<file path="config.mk">
export PLATFORM = sky130hd
export DESIGN_NAME = second_io_port
export DESIGN_NICKNAME = d
export VERILOG_FILES = /design/src/port_b_pkg.sv /design/src/pin_sync.sv /design/src/second_io_port.sv
export SDC_FILE = /design/constraint.sdc
export NUM_CORES = 1
export LEC_CHECK = 0
export BUFFER_PORTS_ARGS = -buffer_cell sky130_fd_sc_hd__buf_2
export CAP_MARGIN = 10
export CORE_ASPECT_RATIO = 1.75
export CORE_MARGIN = 4
export CORE_UTILIZATION = 46
export CTS_CLUSTER_DIAMETER = 80
export CTS_CLUSTER_SIZE = 28
export DETAILED_ROUTE_END_ITERATION = 8
export PLACE_DENSITY = 0.78
export SYNTH_ARGS = -nofsm -noshare
export SYNTH_HDL_FRONTEND = slang
export SYNTH_SLANG_ARGS = --single-unit
</file>
<file path="constraint.sdc">
create_clock -name sys_clk -period 1.3 [get_ports sys_clk]
set_input_delay 0.26 -clock sys_clk [delete_from_list [all_inputs] [get_ports sys_clk]]
set_output_delay 0.26 -clock sys_clk [all_outputs]
set_load 0.03 [all_outputs]
</file>
<file path="src/port_b_pkg.sv">
// package: constants and carrier types for the second general-purpose port
package port_b_pkg;

    localparam int PORT_WIDTH      = 8;
    localparam int CHANGE_LO_BIT   = 4;
    localparam int CHANGE_HI_BIT   = 7;
    localparam int EXT_IRQ_BIT     = 0;
    localparam int SLAVE_SEL_BIT   = 1;
    localparam int ANALOG8_BIT     = 2;
    localparam int ANALOG9_BIT     = 3;
    localparam int PROG_CLOCK_BIT  = 6;
    localparam int PROG_DATA_BIT   = 7;
    localparam int CHANGE_FLAG_BIT = 0;
    localparam int SYNC_STAGES     = 2;

    localparam logic [7:0] LATCH_RESET   = 8'h00;
    localparam logic [7:0] DIR_RESET     = 8'hff;
    localparam logic [3:0] REF_RESET     = 4'h0;
    localparam logic       FLAG_RESET    = 1'b0;
    localparam logic       PULLUP_RESET  = 1'b0;

    // software access to the port data register
    typedef struct packed {
        logic       readStrobe;
        logic       writeStrobe;
        logic [7:0] writeData;
    } port_access_s;

    // alternate function inputs seen through the port pins
    typedef struct packed {
        logic extIrq;
        logic slaveSelect;
        logic progClock;
        logic progData;
        logic analogCh8Enable;
        logic analogCh9Enable;
    } alt_func_s;

endpackage

</file>
<file path="src/pin_sync.sv">
// two-flop synchroniser for the port pin inputs
`timescale 1ns/100ps
`default_nettype none
module pin_sync #(
    parameter int WIDTH = 8
) (
    input  wire logic             sys_clk,
    input  wire logic             sys_rst,
    input  wire logic [WIDTH-1:0] asyncIn,
    output logic      [WIDTH-1:0] syncOut
);
    logic [WIDTH-1:0] stage1_reg;
    logic [WIDTH-1:0] stage2_reg;
    logic [WIDTH-1:0] stage1_next;
    logic [WIDTH-1:0] stage2_next;

    always_comb begin
        stage1_next = asyncIn;
        stage2_next = stage1_reg;
    end

    always_ff @(posedge sys_clk) begin
        if (sys_rst) begin
            stage1_reg <= '0;
            stage2_reg <= '0;
        end else begin
            stage1_reg <= stage1_next;
            stage2_reg <= stage2_next;
        end
    end

    assign syncOut = stage2_reg;
endmodule
`default_nettype wire

</file>
<file path="src/second_io_port.sv">
// second general-purpose port with pull-ups, alternate functions and change detection
`timescale 1ns/100ps
`default_nettype none
// Overview of operation
// RULE1: only pins four to seven take part in change detection.
// RULE2: upper pins set as outputs are left out of the comparison.
// RULE3: each upper input is compared with the value latched at last port read.
// RULE4: per-pin mismatches are ORed to set the change flag, control bit zero.
// RULE5: a pending change flag raises the wake-from-sleep output.
// RULE6: any port read or write reloads the comparison reference.
// RULE7: flag keeps setting while mismatch lasts; clear works only after access.
// RULE8: software should not poll the port while using change interrupts.
// RULE9: every pin has a weak pull-up enabled by software for inputs.
// RULE10: pin zero also feeds the external interrupt input.
// RULE11: pin one also feeds the serial unit slave select.
// RULE12: pin two also serves as analog channel eight.
// RULE13: pin three also serves as analog channel nine and low-voltage input. Here there is no low-voltage input.
// RULE14: pins six and seven carry programming clock and data.
// RULE15: change is compared every cycle; flag sets within one cycle. Here a pin change sets it three edges later.
module second_io_port
    import port_b_pkg::*;
#(
    parameter int WIDTH = PORT_WIDTH
) (
    input  wire logic             sys_clk,
    input  wire logic             sys_rst,
    input  wire port_access_s     portAccess,
    output logic      [WIDTH-1:0] portReadData,
    input  wire logic             dirWrite,
    input  wire logic [WIDTH-1:0] dirWriteData,
    output logic      [WIDTH-1:0] dirState,
    input  wire logic             pullupEnable,
    input  wire logic             flagClear,
    output logic      [7:0]       interrupt_control_reg,
    output logic                  port_change_flag,
    output logic                  wakeRequest,
    input  wire logic             analogCh8Select,
    input  wire logic             analogCh9Select,
    input  wire logic [WIDTH-1:0] pinIn,
    output logic      [WIDTH-1:0] pinOut,
    output logic      [WIDTH-1:0] pinOutEnable,
    output logic      [WIDTH-1:0] pinPullup,
    output alt_func_s             altFunc
);
    localparam int NIB = CHANGE_HI_BIT - CHANGE_LO_BIT + 1;

    logic [WIDTH-1:0] pinSync;
    logic [WIDTH-1:0] latch_reg;
    logic [WIDTH-1:0] latch_next;
    logic [WIDTH-1:0] dir_reg;
    logic [WIDTH-1:0] dir_next;
    logic [NIB-1:0]   ref_reg;
    logic [NIB-1:0]   ref_next;
    logic             flag_reg;
    logic             flag_next;
    logic [WIDTH-1:0] readData_reg;
    logic [WIDTH-1:0] readData_next;
    logic [NIB-1:0]   mismatch;
    logic             anyMismatch;
    logic             portTouched;
    logic [WIDTH-1:0] pinLevel;

    // registered pad controls and alternate-function word
    logic [WIDTH-1:0] pullup_reg;
    logic [WIDTH-1:0] pullup_next;
    alt_func_s        altFunc_reg;
    alt_func_s        altFunc_next;

    ////////////////////////////////////////////////////////////////////////////
    // pins pass two flops before anything reads them
    pin_sync #(
        .WIDTH (WIDTH)
    ) u_sync (
        .sys_clk (sys_clk),
        .sys_rst (sys_rst),
        .asyncIn (pinIn),
        .syncOut (pinSync)
    );

    // per pin: read-back source, drive enable and pull-up request
    genvar p;
    generate
        for (p = 0; p < WIDTH; p++) begin : g_pin
            // an output pin reads back its own latch, an input the pin
            assign pinLevel[p]     = dir_reg[p] ? pinSync[p] : latch_reg[p];
            // drive only where the direction says output
            assign pinOutEnable[p] = ~dir_reg[p];
            // pull-up only where the pin is an input [RULE9]
            assign pullup_next[p]  = pullupEnable & dir_reg[p];
        end
    endgenerate

    ////////////////////////////////////////////////////////////////////////////
    // change comparison on the upper nibble
    genvar g;
    generate
        for (g = 0; g < NIB; g++) begin : g_cmp
            // output pins are masked off the comparison [RULE1] [RULE2] [RULE3]
            assign mismatch[g] = dir_reg[CHANGE_LO_BIT + g]
                               & (pinSync[CHANGE_LO_BIT + g] ^ ref_reg[g]);
        end
    endgenerate

    assign anyMismatch = |mismatch;  // [RULE4] [RULE15]
    assign portTouched = portAccess.readStrobe | portAccess.writeStrobe;

    ////////////////////////////////////////////////////////////////////////////
    // output latch and direction; a direction bit of one makes the pin an input
    always_comb begin
        latch_next = latch_reg;
        dir_next   = dir_reg;
        if (portAccess.writeStrobe) begin
            latch_next = portAccess.writeData;
        end
        if (dirWrite) begin
            dir_next = dirWriteData;
        end
    end

    always_ff @(posedge sys_clk) begin
        if (sys_rst) begin
            latch_reg <= WIDTH'(LATCH_RESET);
            dir_reg   <= WIDTH'(DIR_RESET);
        end else begin
            latch_reg <= latch_next;
            dir_reg   <= dir_next;
        end
    end

    ////////////////////////////////////////////////////////////////////////////
    // read capture: one cycle after the strobe the word stands until the next read
    always_comb begin
        readData_next = readData_reg;
        if (portAccess.readStrobe) begin
            readData_next = pinLevel;
        end
    end

    always_ff @(posedge sys_clk) begin
        if (sys_rst) begin
            readData_reg <= WIDTH'(LATCH_RESET);
        end else begin
            readData_reg <= readData_next;
        end
    end

    ////////////////////////////////////////////////////////////////////////////
    // comparison reference and change flag
    // reference resets low, so an input held high flags until the port is touched
    always_comb begin
        ref_next  = ref_reg;
        flag_next = flag_reg;
        // reload reference on any access, ending the mismatch [RULE6]
        // a write reloads from the pins too, not from the written data
        if (portTouched) begin
            ref_next = pinSync[CHANGE_HI_BIT:CHANGE_LO_BIT];
        end
        if (flagClear) begin
            flag_next = 1'b0;
        end
        // set beats clear; a live mismatch keeps the flag up [RULE7] [RULE4]
        // access and clear in one cycle still see the old reference
        if (anyMismatch) begin
            flag_next = 1'b1;
        end
    end

    always_ff @(posedge sys_clk) begin
        if (sys_rst) begin
            ref_reg  <= REF_RESET;
            flag_reg <= FLAG_RESET;
        end else begin
            ref_reg  <= ref_next;
            flag_reg <= flag_next;
        end
    end

    ////////////////////////////////////////////////////////////////////////////
    // pull-up requests, registered so the pad control never glitches
    always_ff @(posedge sys_clk) begin
        if (sys_rst) begin
            pullup_reg <= {WIDTH{PULLUP_RESET}};
        end else begin
            pullup_reg <= pullup_next;
        end
    end

    ////////////////////////////////////////////////////////////////////////////
    // alternate functions; schmitt buffering lives in the pad itself
    // registered, so each digital use sees the pin one cycle after the port does
    always_comb begin
        altFunc_next.extIrq          = pinSync[EXT_IRQ_BIT];     // [RULE10]
        altFunc_next.slaveSelect     = pinSync[SLAVE_SEL_BIT];   // [RULE11]
        altFunc_next.progClock       = pinSync[PROG_CLOCK_BIT];  // [RULE14]
        altFunc_next.progData        = pinSync[PROG_DATA_BIT];   // [RULE14]
        altFunc_next.analogCh8Enable = analogCh8Select & dir_reg[ANALOG8_BIT];  // [RULE12]
        altFunc_next.analogCh9Enable = analogCh9Select & dir_reg[ANALOG9_BIT];  // [RULE13]
    end

    always_ff @(posedge sys_clk) begin
        if (sys_rst) begin
            altFunc_reg <= '0;
        end else begin
            altFunc_reg <= altFunc_next;
        end
    end

    ////////////////////////////////////////////////////////////////////////////
    // outputs
    assign portReadData          = readData_reg;
    assign dirState              = dir_reg;
    assign port_change_flag      = flag_reg;
    assign interrupt_control_reg = {7'h00, flag_reg};
    // wake follows the flag itself; no enable gates it inside the port
    assign wakeRequest           = flag_reg;  // [RULE5]
    assign pinOut                = latch_reg;
    assign pinPullup             = pullup_reg;
    assign altFunc               = altFunc_reg;

endmodule
`default_nettype wire

</file>
* After elaboration in Yosys (flattened, before gate mapping) *
Index checks and enable logic that the tools add are counted.

storage, ports and cells
  output and inout bits = 56
  logic and storage cells = 53
  register bits after elaboration = 59

operators by class
  multiplexer cells = 10
  bitwise gates (word level) = 27
  reduce and logical (&&, ||, !) cells = 2

operators with widths
  operator           number
  $and 1x1->1        14
  $mux 1             10
  $not 1->1          8
  $reduce_or 4->1    1
  $xor 1x1->1        4
  $reduce_bool 2->1  1
  $or 1x1->1         1

* Longest topological paths before layout *
Gate-level depths: netlist of the first run.

  word-level depth = 4
  gate-level depth with buffers = 4

* Modules after synthesis *
Synthesis of the first run repeated with hierarchy kept, for this count alone.

second synthesis, totals
  cells, all modules = 195
  area total of the unflattened synthesis = 2059.5 um^2

by module, submodules not included
  module          instances  sequential area each (um^2)  area an instance (um^2)  cells an instance
  second_io_port  1          860.8                        1595.3                   162
  pin_sync        1          320.3                        464.2                    33

* Worst setup path after synthesis of the first run *
Ideal clock, no wire load.

  path kind = flip-flop to flip-flop
  start point = register dirState[7] (netlist name)
  end point = register dir_reg[7] (netlist: dirState[7])
  path slack = 229 ps
  clock period less this slack = 1071 ps
  stages on the path, launching flop included = 3
  buffers on the path = 0
  library setup time = 80 ps
  arrival time = 991 ps
  cells stage by stage = dfxtp_1 inv_1 o211ai_1

RTL lines
  what                  line                   text
  to (signal assigned)  second_io_port.sv:123  dir_reg <= WIDTH'(DIR_RESET);
  to (signal assigned)  second_io_port.sv:126  dir_reg <= dir_next;
  to (decl)             second_io_port.sv:50   logic [WIDTH-1:0] dir_reg;

* Final worst setup path of the first run *
  start point = register dir_reg[6] (netlist: dirState[6])
  end point = output pinOutEnable[6]

on the way
  cells in the longest elaborated chain, start to end = 1

ends and longest elaborated chain
  what       line                  text
  $not 1->1  second_io_port.sv:87  assign pinOutEnable[p] = ~dir_reg[p];
  to (decl)  second_io_port.sv:41  output logic [WIDTH-1:0] pinOutEnable,

Every way passes these cells.

==> results.cfg, run 1 <==
[placed_design]
dpl_worst_slack_ns = 0.240
dp.cells = 316
hpwl_um = 3090
portBuffers = 81
globalplace.congestion = 0.730

[detailed_routing]
remaining_drc_errors = 0
highest_layer = met4
vias = 1521
drt-initial-drc-count = 24
wl_met2_um = 1980
wl_met1_um = 1570
routed_wl_um = 4010
vias_per_cell = 4.58
wl_per_cell_um = 12.1
ant_nets = 0
drtPass1Iterations = 4
dr_wl_met3_um = 359

[final_layout]
nFillCells = 365
final_cell_mix = 81 x buf_2, 54 x dfxtp_1, 20 x nor2b_1
area_growth_pct = 29.1
final_common_cell = buf_2
layout-drive-gt1-share_pct = 37.5
num-nets-final = 311
final_cells = 332
antennaDiodeCount = 0

[setup_path]
cp_data_arrival_time_ns = 0.98
crit_type = register to output pin
cp_cell_sequence = inv_1 > buf_2
rrSetupSlack_ns = 0.26
crit_fanout = 5
reg2reg_to = port_change_flag$_SDFFE_PP0P_
worstRegToRegCells = 3
endpoint_kind = output pin
required_ns = 1.04
slowest_stage = dfxtp_1
max_stage_delay_ns = 0.40
timing.rr.start = u_sync.syncOut[6]$_SDFF_PP0_
startpoint = dirState[6]$_SDFFE_PP1P_
endpoint = pinOutEnable[6]
startpoint_type = register

[timing]
grt_setup_unrepaired = no
tns_ns = 0
finClkSkew_ns = 0.00323
setup_violations = 0
layout_min_cycle_time_ns = 1.24
drv_slew = 0
fmaxAchievable_mhz = 805
final.period_utilization_pct = 95.6
finalWorstSetupSlack_ns = 0.0578
report.final.hold_viol_count = 0
timing.hold.ws_ns = 0.142

[pwr]
vdd_ir_drop_max_mv = 0.918
leakagePower_nw = 1.35
powerDensity_mw_per_mm2 = 1540

[clock_network]
cts_tree = done
path_clk_slew_ns = 0.06
htree_levels = 3
worstSkewPairLatency_ns = 0.32
cts-root-buf = clkbuf_8
clock_sinks = 59
clockBufferDepth = 2
cts_made_buffers = 9

[global_routing]
grt_pass1_wl_um = 6420
grt_start_max_net_pins = 22
grt.overflow.total = 0
grt_pass1_vias = 1518
antenna_found_initial = 0
gr-usage-all-layers_pct = 15.4

[die]
die_y_um = 95.8
chipWidth_um = 58.2
die_area_mm2 = 0.00558
num_rows = 31
num_io_pins = 89
start_util_pct = 48.4
core-area_mm2 = 0.00419

[yosys]
synth-seq-cells = 59
syn_inst = 196
synth_area_mm2 = 0.00203
yosysWarnings = 0
avgSynthCellArea_um2 = 10.3
ys_seq_area_share_pct = 58.2
ys_types = 20

[run]
drv_cap = 0

[run_status]
status = completed

[worst_hold_path]
hold_class = input port to register
layer usage:
metal / GRT usage [%] / vias to the layer above
met3: 6.04 / 9
met2: 26.1 / 69
met1: 15.6 / 658
met4: 9.28 / 0
li1: - / 785
met5: 0 / -
cell type report:
type | instances | area, µm² | area share (%)
Timing Repair Buffer | 84 | 428 | 16.3
Clock buffer | 15 | 186 | 7.12
Multi-Input combinational cell | 115 | 716 | 27.3
Tap cell | 49 | 61.3 | 2.34
Clock inverter | 1 | 5.00 | 0.191
Sequential cell | 59 | 1190 | 45.4
Inverter | 9 | 33.8 | 1.29
cells by family after synthesis:
logic type | count (synthesis) | share of synthesized area, %
XOR/XNOR | 4 | 1.73
buffers and inverters | 28 | 7.59
flip-flops | 59 | 58.2
AO/OA/AOI/OAI | 27 | 8.88
AND/OR/NAND/NOR | 61 | 15.5
multiplexers | 16 | 7.90
other | 1 | 0.185
synthesized netlist by cell type (all sizes together):
cell / number / area (µm²)
clkbuf: 1 / 5.00
and3: 2 / 12.5
and2: 8 / 50.1
buf: 18 / 115
o211ai: 8 / 60.1
inv: 9 / 33.8
mux2i: 16 / 160
dfxtp: 59 / 1180
a222oi: 1 / 10.0
conb: 1 / 3.75
a21oi: 6 / 30.0
o21ai: 4 / 20.0
nand2: 12 / 45.0
xor2: 4 / 35.0
a211oi: 8 / 60.1
nor2b: 22 / 143
nor2: 17 / 63.8
where the power goes:
| group | internal [mW] | total (mW) | switching (mW) |
|---|---|---|---|
| sequential | 1.91 | 1.97 | 0.0579 |
| combinational | 0.185 | 0.553 | 0.368 |
| clock | 0.899 | 1.52 | 0.622 |
how the worst min path moves through the flow:
stage                                               start                               to  cells after the start
after floorplan                           dirWriteData[7]         dirState[7]$_SDFFE_PP1P_                      2
after global placement    u_sync.stage1_reg[2]$_SDFF_PP0_     u_sync.syncOut[2]$_SDFF_PP0_                      1
after detailed placement  u_sync.stage1_reg[2]$_SDFF_PP0_     u_sync.syncOut[2]$_SDFF_PP0_                      1
after CTS                                        pinIn[7]  u_sync.stage1_reg[7]$_SDFF_PP0_                      2
after global routing                             pinIn[6]  u_sync.stage1_reg[6]$_SDFF_PP0_                      2
final                                            pinIn[5]  u_sync.stage1_reg[5]$_SDFF_PP0_                      2
worst max-delay path, delay by kind of cell, from the launching register on:
family,cells,cell delay [ns]
DFF,1,0.40
buffers and inverters,2,0.26
per-stage QoR:
stage	instance area [µm²]	total power, mW	utilization (%)
global route	2620	4.23	62.5
CTS	2610	4.09	62.3
finish	2620	4.04	62.5
global placement	2420	2.56	57.8
floorplan	2050	2.41	-
detailed placement	2420	2.57	57.8
timing repair:
action / CTS / global route
setup endpoints to repair: 0 / 6
buffers inserted: 0 / 0
resized for setup: 0 / 5
hold buffers: 0 / 0
hold endpoints to repair: 0 / 0
Note: power is estimated with default switching activity, not from simulation.
==> run 2: changes to the inputs <==
--- a/config.mk
+++ b/config.mk
@@ -16,4 +16,5 @@
 export PLACE_DENSITY = 0.78
 export SYNTH_ARGS = -nofsm -noshare
 export SYNTH_HDL_FRONTEND = slang
+export SYNTH_HIERARCHICAL = 1
 export SYNTH_SLANG_ARGS = --single-unit
==> results.cfg, run 2 <==
[global_routing]
gr-usage-all-layers_pct = 15.0
grt_pass1_wl_um = 6300
grt.overflow.total = 0
antenna_found_initial = 0
grt_start_max_net_pins = 41
grt_pass1_vias = 1420

[clock_network]
cts_tree = done
worstSkewPairLatency_ns = 0.32
cts-root-buf = clkbuf_8
cts_made_buffers = 9
clock_sinks = 59
path_clk_slew_ns = 0.06
hold_buffers = 0
clockBufferDepth = 2
htree_levels = 3

[setup_path]
endpoint_kind = output pin
crit_type = register to output pin
required_ns = 1.04
cp_cell_sequence = inv_1 > buf_2
cp_data_arrival_time_ns = 0.97
slowest_stage = dfxtp_1
path_buf_inv = 2
crit_fanout = 5
startpoint_type = register
max_stage_delay_ns = 0.41
crit_family = flip-flops

[pwr]
internal_power_mw = 3.27
p_total_mw = 4.37
power_frac_clock_pct = 42.0
vdd_ir_drop_max_mv = 1.06
power_frac_seq_pct = 45.1
p_sw_mw = 1.09
leakagePower_nw = 1.38
share_comb_of_total_power_pct = 12.8
swShare_pct = 25.0
powerDensity_mw_per_mm2 = 1630

[timing]
fmaxAchievable_mhz = 813
tns_ns = 0
layout_min_cycle_time_ns = 1.23
final.period_utilization_pct = 94.6
setup_violations = 0
report.final.hold_viol_count = 0
finalWorstSetupSlack_ns = 0.0707
timing.hold.ws_ns = 0.143
drv_slew = 0
grt_setup_unrepaired = no
finClkSkew_ns = 0.00648

[placed_design]
hpwl_um = 3170
globalplace.congestion = 0.665
dp.cells = 316
dpl_worst_slack_ns = 0.202
portBuffers = 81
dpl_cell_area_mm2 = 0.00245

[final_layout]
antennaDiodeCount = 0
area_growth_pct = 30.2
fin_area_mm2 = 0.00268
num-nets-final = 309
nFillCells = 416
final_cells = 332
layout-drive-gt1-share_pct = 41.6
final_util_pct = 61.4
final_cell_mix = 81 x buf_2, 53 x dfxtp_1, 17 x nor2_1
final_common_cell = buf_2

[yosys]
synth_area_mm2 = 0.00206
avgSynthCellArea_um2 = 10.6
synth-main-ff-cell = dfxtp_1
post-synth-top-count-cell = dfxtp_1
yosys-top-cells-area = dfxtp_1 57%, mux2i_1 7.8%, buf_4 4.4%
synth_common_cells = 59 x dfxtp_1, 17 x nor2_1, 16 x mux2i_1, 12 x buf_4, 12 x nand2_1
synth_top_area_share_pct = 57.4
yosysTopAreaCell = dfxtp_1
ys_types = 22
ys_seq_area_share_pct = 57.4
yosysWarnings = 6
async_flop_share_pct = 0
syn_inst = 195
synth_edf_count = 0
synth-seq-cells = 59

[die]
core-area_mm2 = 0.00436
chipWidth_um = 58.6
start_util_pct = 47.2
num_io_pins = 89
num_rows = 32
die_y_um = 96.5
die_area_mm2 = 0.00565

[detailed_routing]
vias_per_cell = 4.69
routed_wl_um = 4150
remaining_drc_errors = 0
drtPass1Iterations = 4
vias = 1556
wl_per_cell_um = 12.5
drt-initial-drc-count = 21
ant_nets = 0

[run]
drv_cap = 0

[worst_hold_path]
hold_class = input port to register

[run_status]
status = completed
-- run 2: changes by cell type after synthesis, moves of 2 or more --
cell / delta
and2b_2: +6
buf_2: -5
nor2b_2: +5
nor2b_1: -11
clkbuf_1: +2
buf_4: +2
-- run 2: layout make-up --
class	instances	area (µm²)	area share, %
Sequential cell	59	1190	44.3
Clock inverter	5	75.1	2.80
Inverter	9	33.8	1.26
Timing Repair Buffer	82	425	15.9
Tap cell	51	63.8	2.38
Multi-Input combinational cell	115	743	27.7
Clock buffer	11	151	5.65
-- run 2: metal layers --
| layer | global-route usage [%] | vias to the layer above | routed length (µm) |
|---|---|---|---|
| li1 | - | 789 | - |
| met1 | 14.7 | 709 | 1530 |
| met2 | 27.8 | 54 | 2270 |
| met3 | 4.65 | 4 | 304 |
| met4 | 7.37 | 0 | 47 |
| met5 | 0 | - | 0 |
-- run 2: worst paths after layout --
kind | startpoint | endpoint | slack, ns | cells after the start
worst max-delay path | dirState[6]$_SDFFE_PP1P_ | pinOutEnable[6] | 0.07 | 2
worst min-delay path | pinIn[0] | u_sync/stage1_reg[0]$_SDFF_PP0_ | 0.14 | 2
worst max register to register | u_sync/syncOut[6]$_SDFF_PP0_ | port_change_flag$_SDFFE_PP0P_ | 0.20 | 3
worst min register to register | u_sync/stage1_reg[6]$_SDFF_PP0_ | u_sync/syncOut[6]$_SDFF_PP0_ | 0.44 | 1
-- run 2: cell families (layout without fill, tap and decap cells) --
kind of cell           Yosys count  count (layout)  synth area share [%]
AND/OR/NAND/NOR                 61              61                  16.6
XOR/XNOR                         4               4                  1.70
multiplexers                    16              16                  7.78
AO/OA/AOI/OAI                   27              27                  8.75
other                            1               7                 0.182
flip-flops                      59              59                  57.4
buffers and inverters           27             107                  7.65
-- run 2: power groups by stage --
| stage | Combinational, mW | Clock, mW | Sequential [mW] |
|---|---|---|---|
| after floorplan | 0.277 | 0 | 2.14 |
| after global placement | 0.557 | 0 | 2.01 |
| after detailed placement | 0.565 | 0 | 2.01 |
| after CTS | 0.566 | 1.87 | 1.97 |
| after global routing | 0.600 | 1.96 | 1.98 |
| final | 0.560 | 1.84 | 1.97 |
-- run 2: timing repair --
action / CTS / global route
setup endpoints to repair: 0 / 6
gates resized for setup: 0 / 6
buffers inserted: 0 / 0
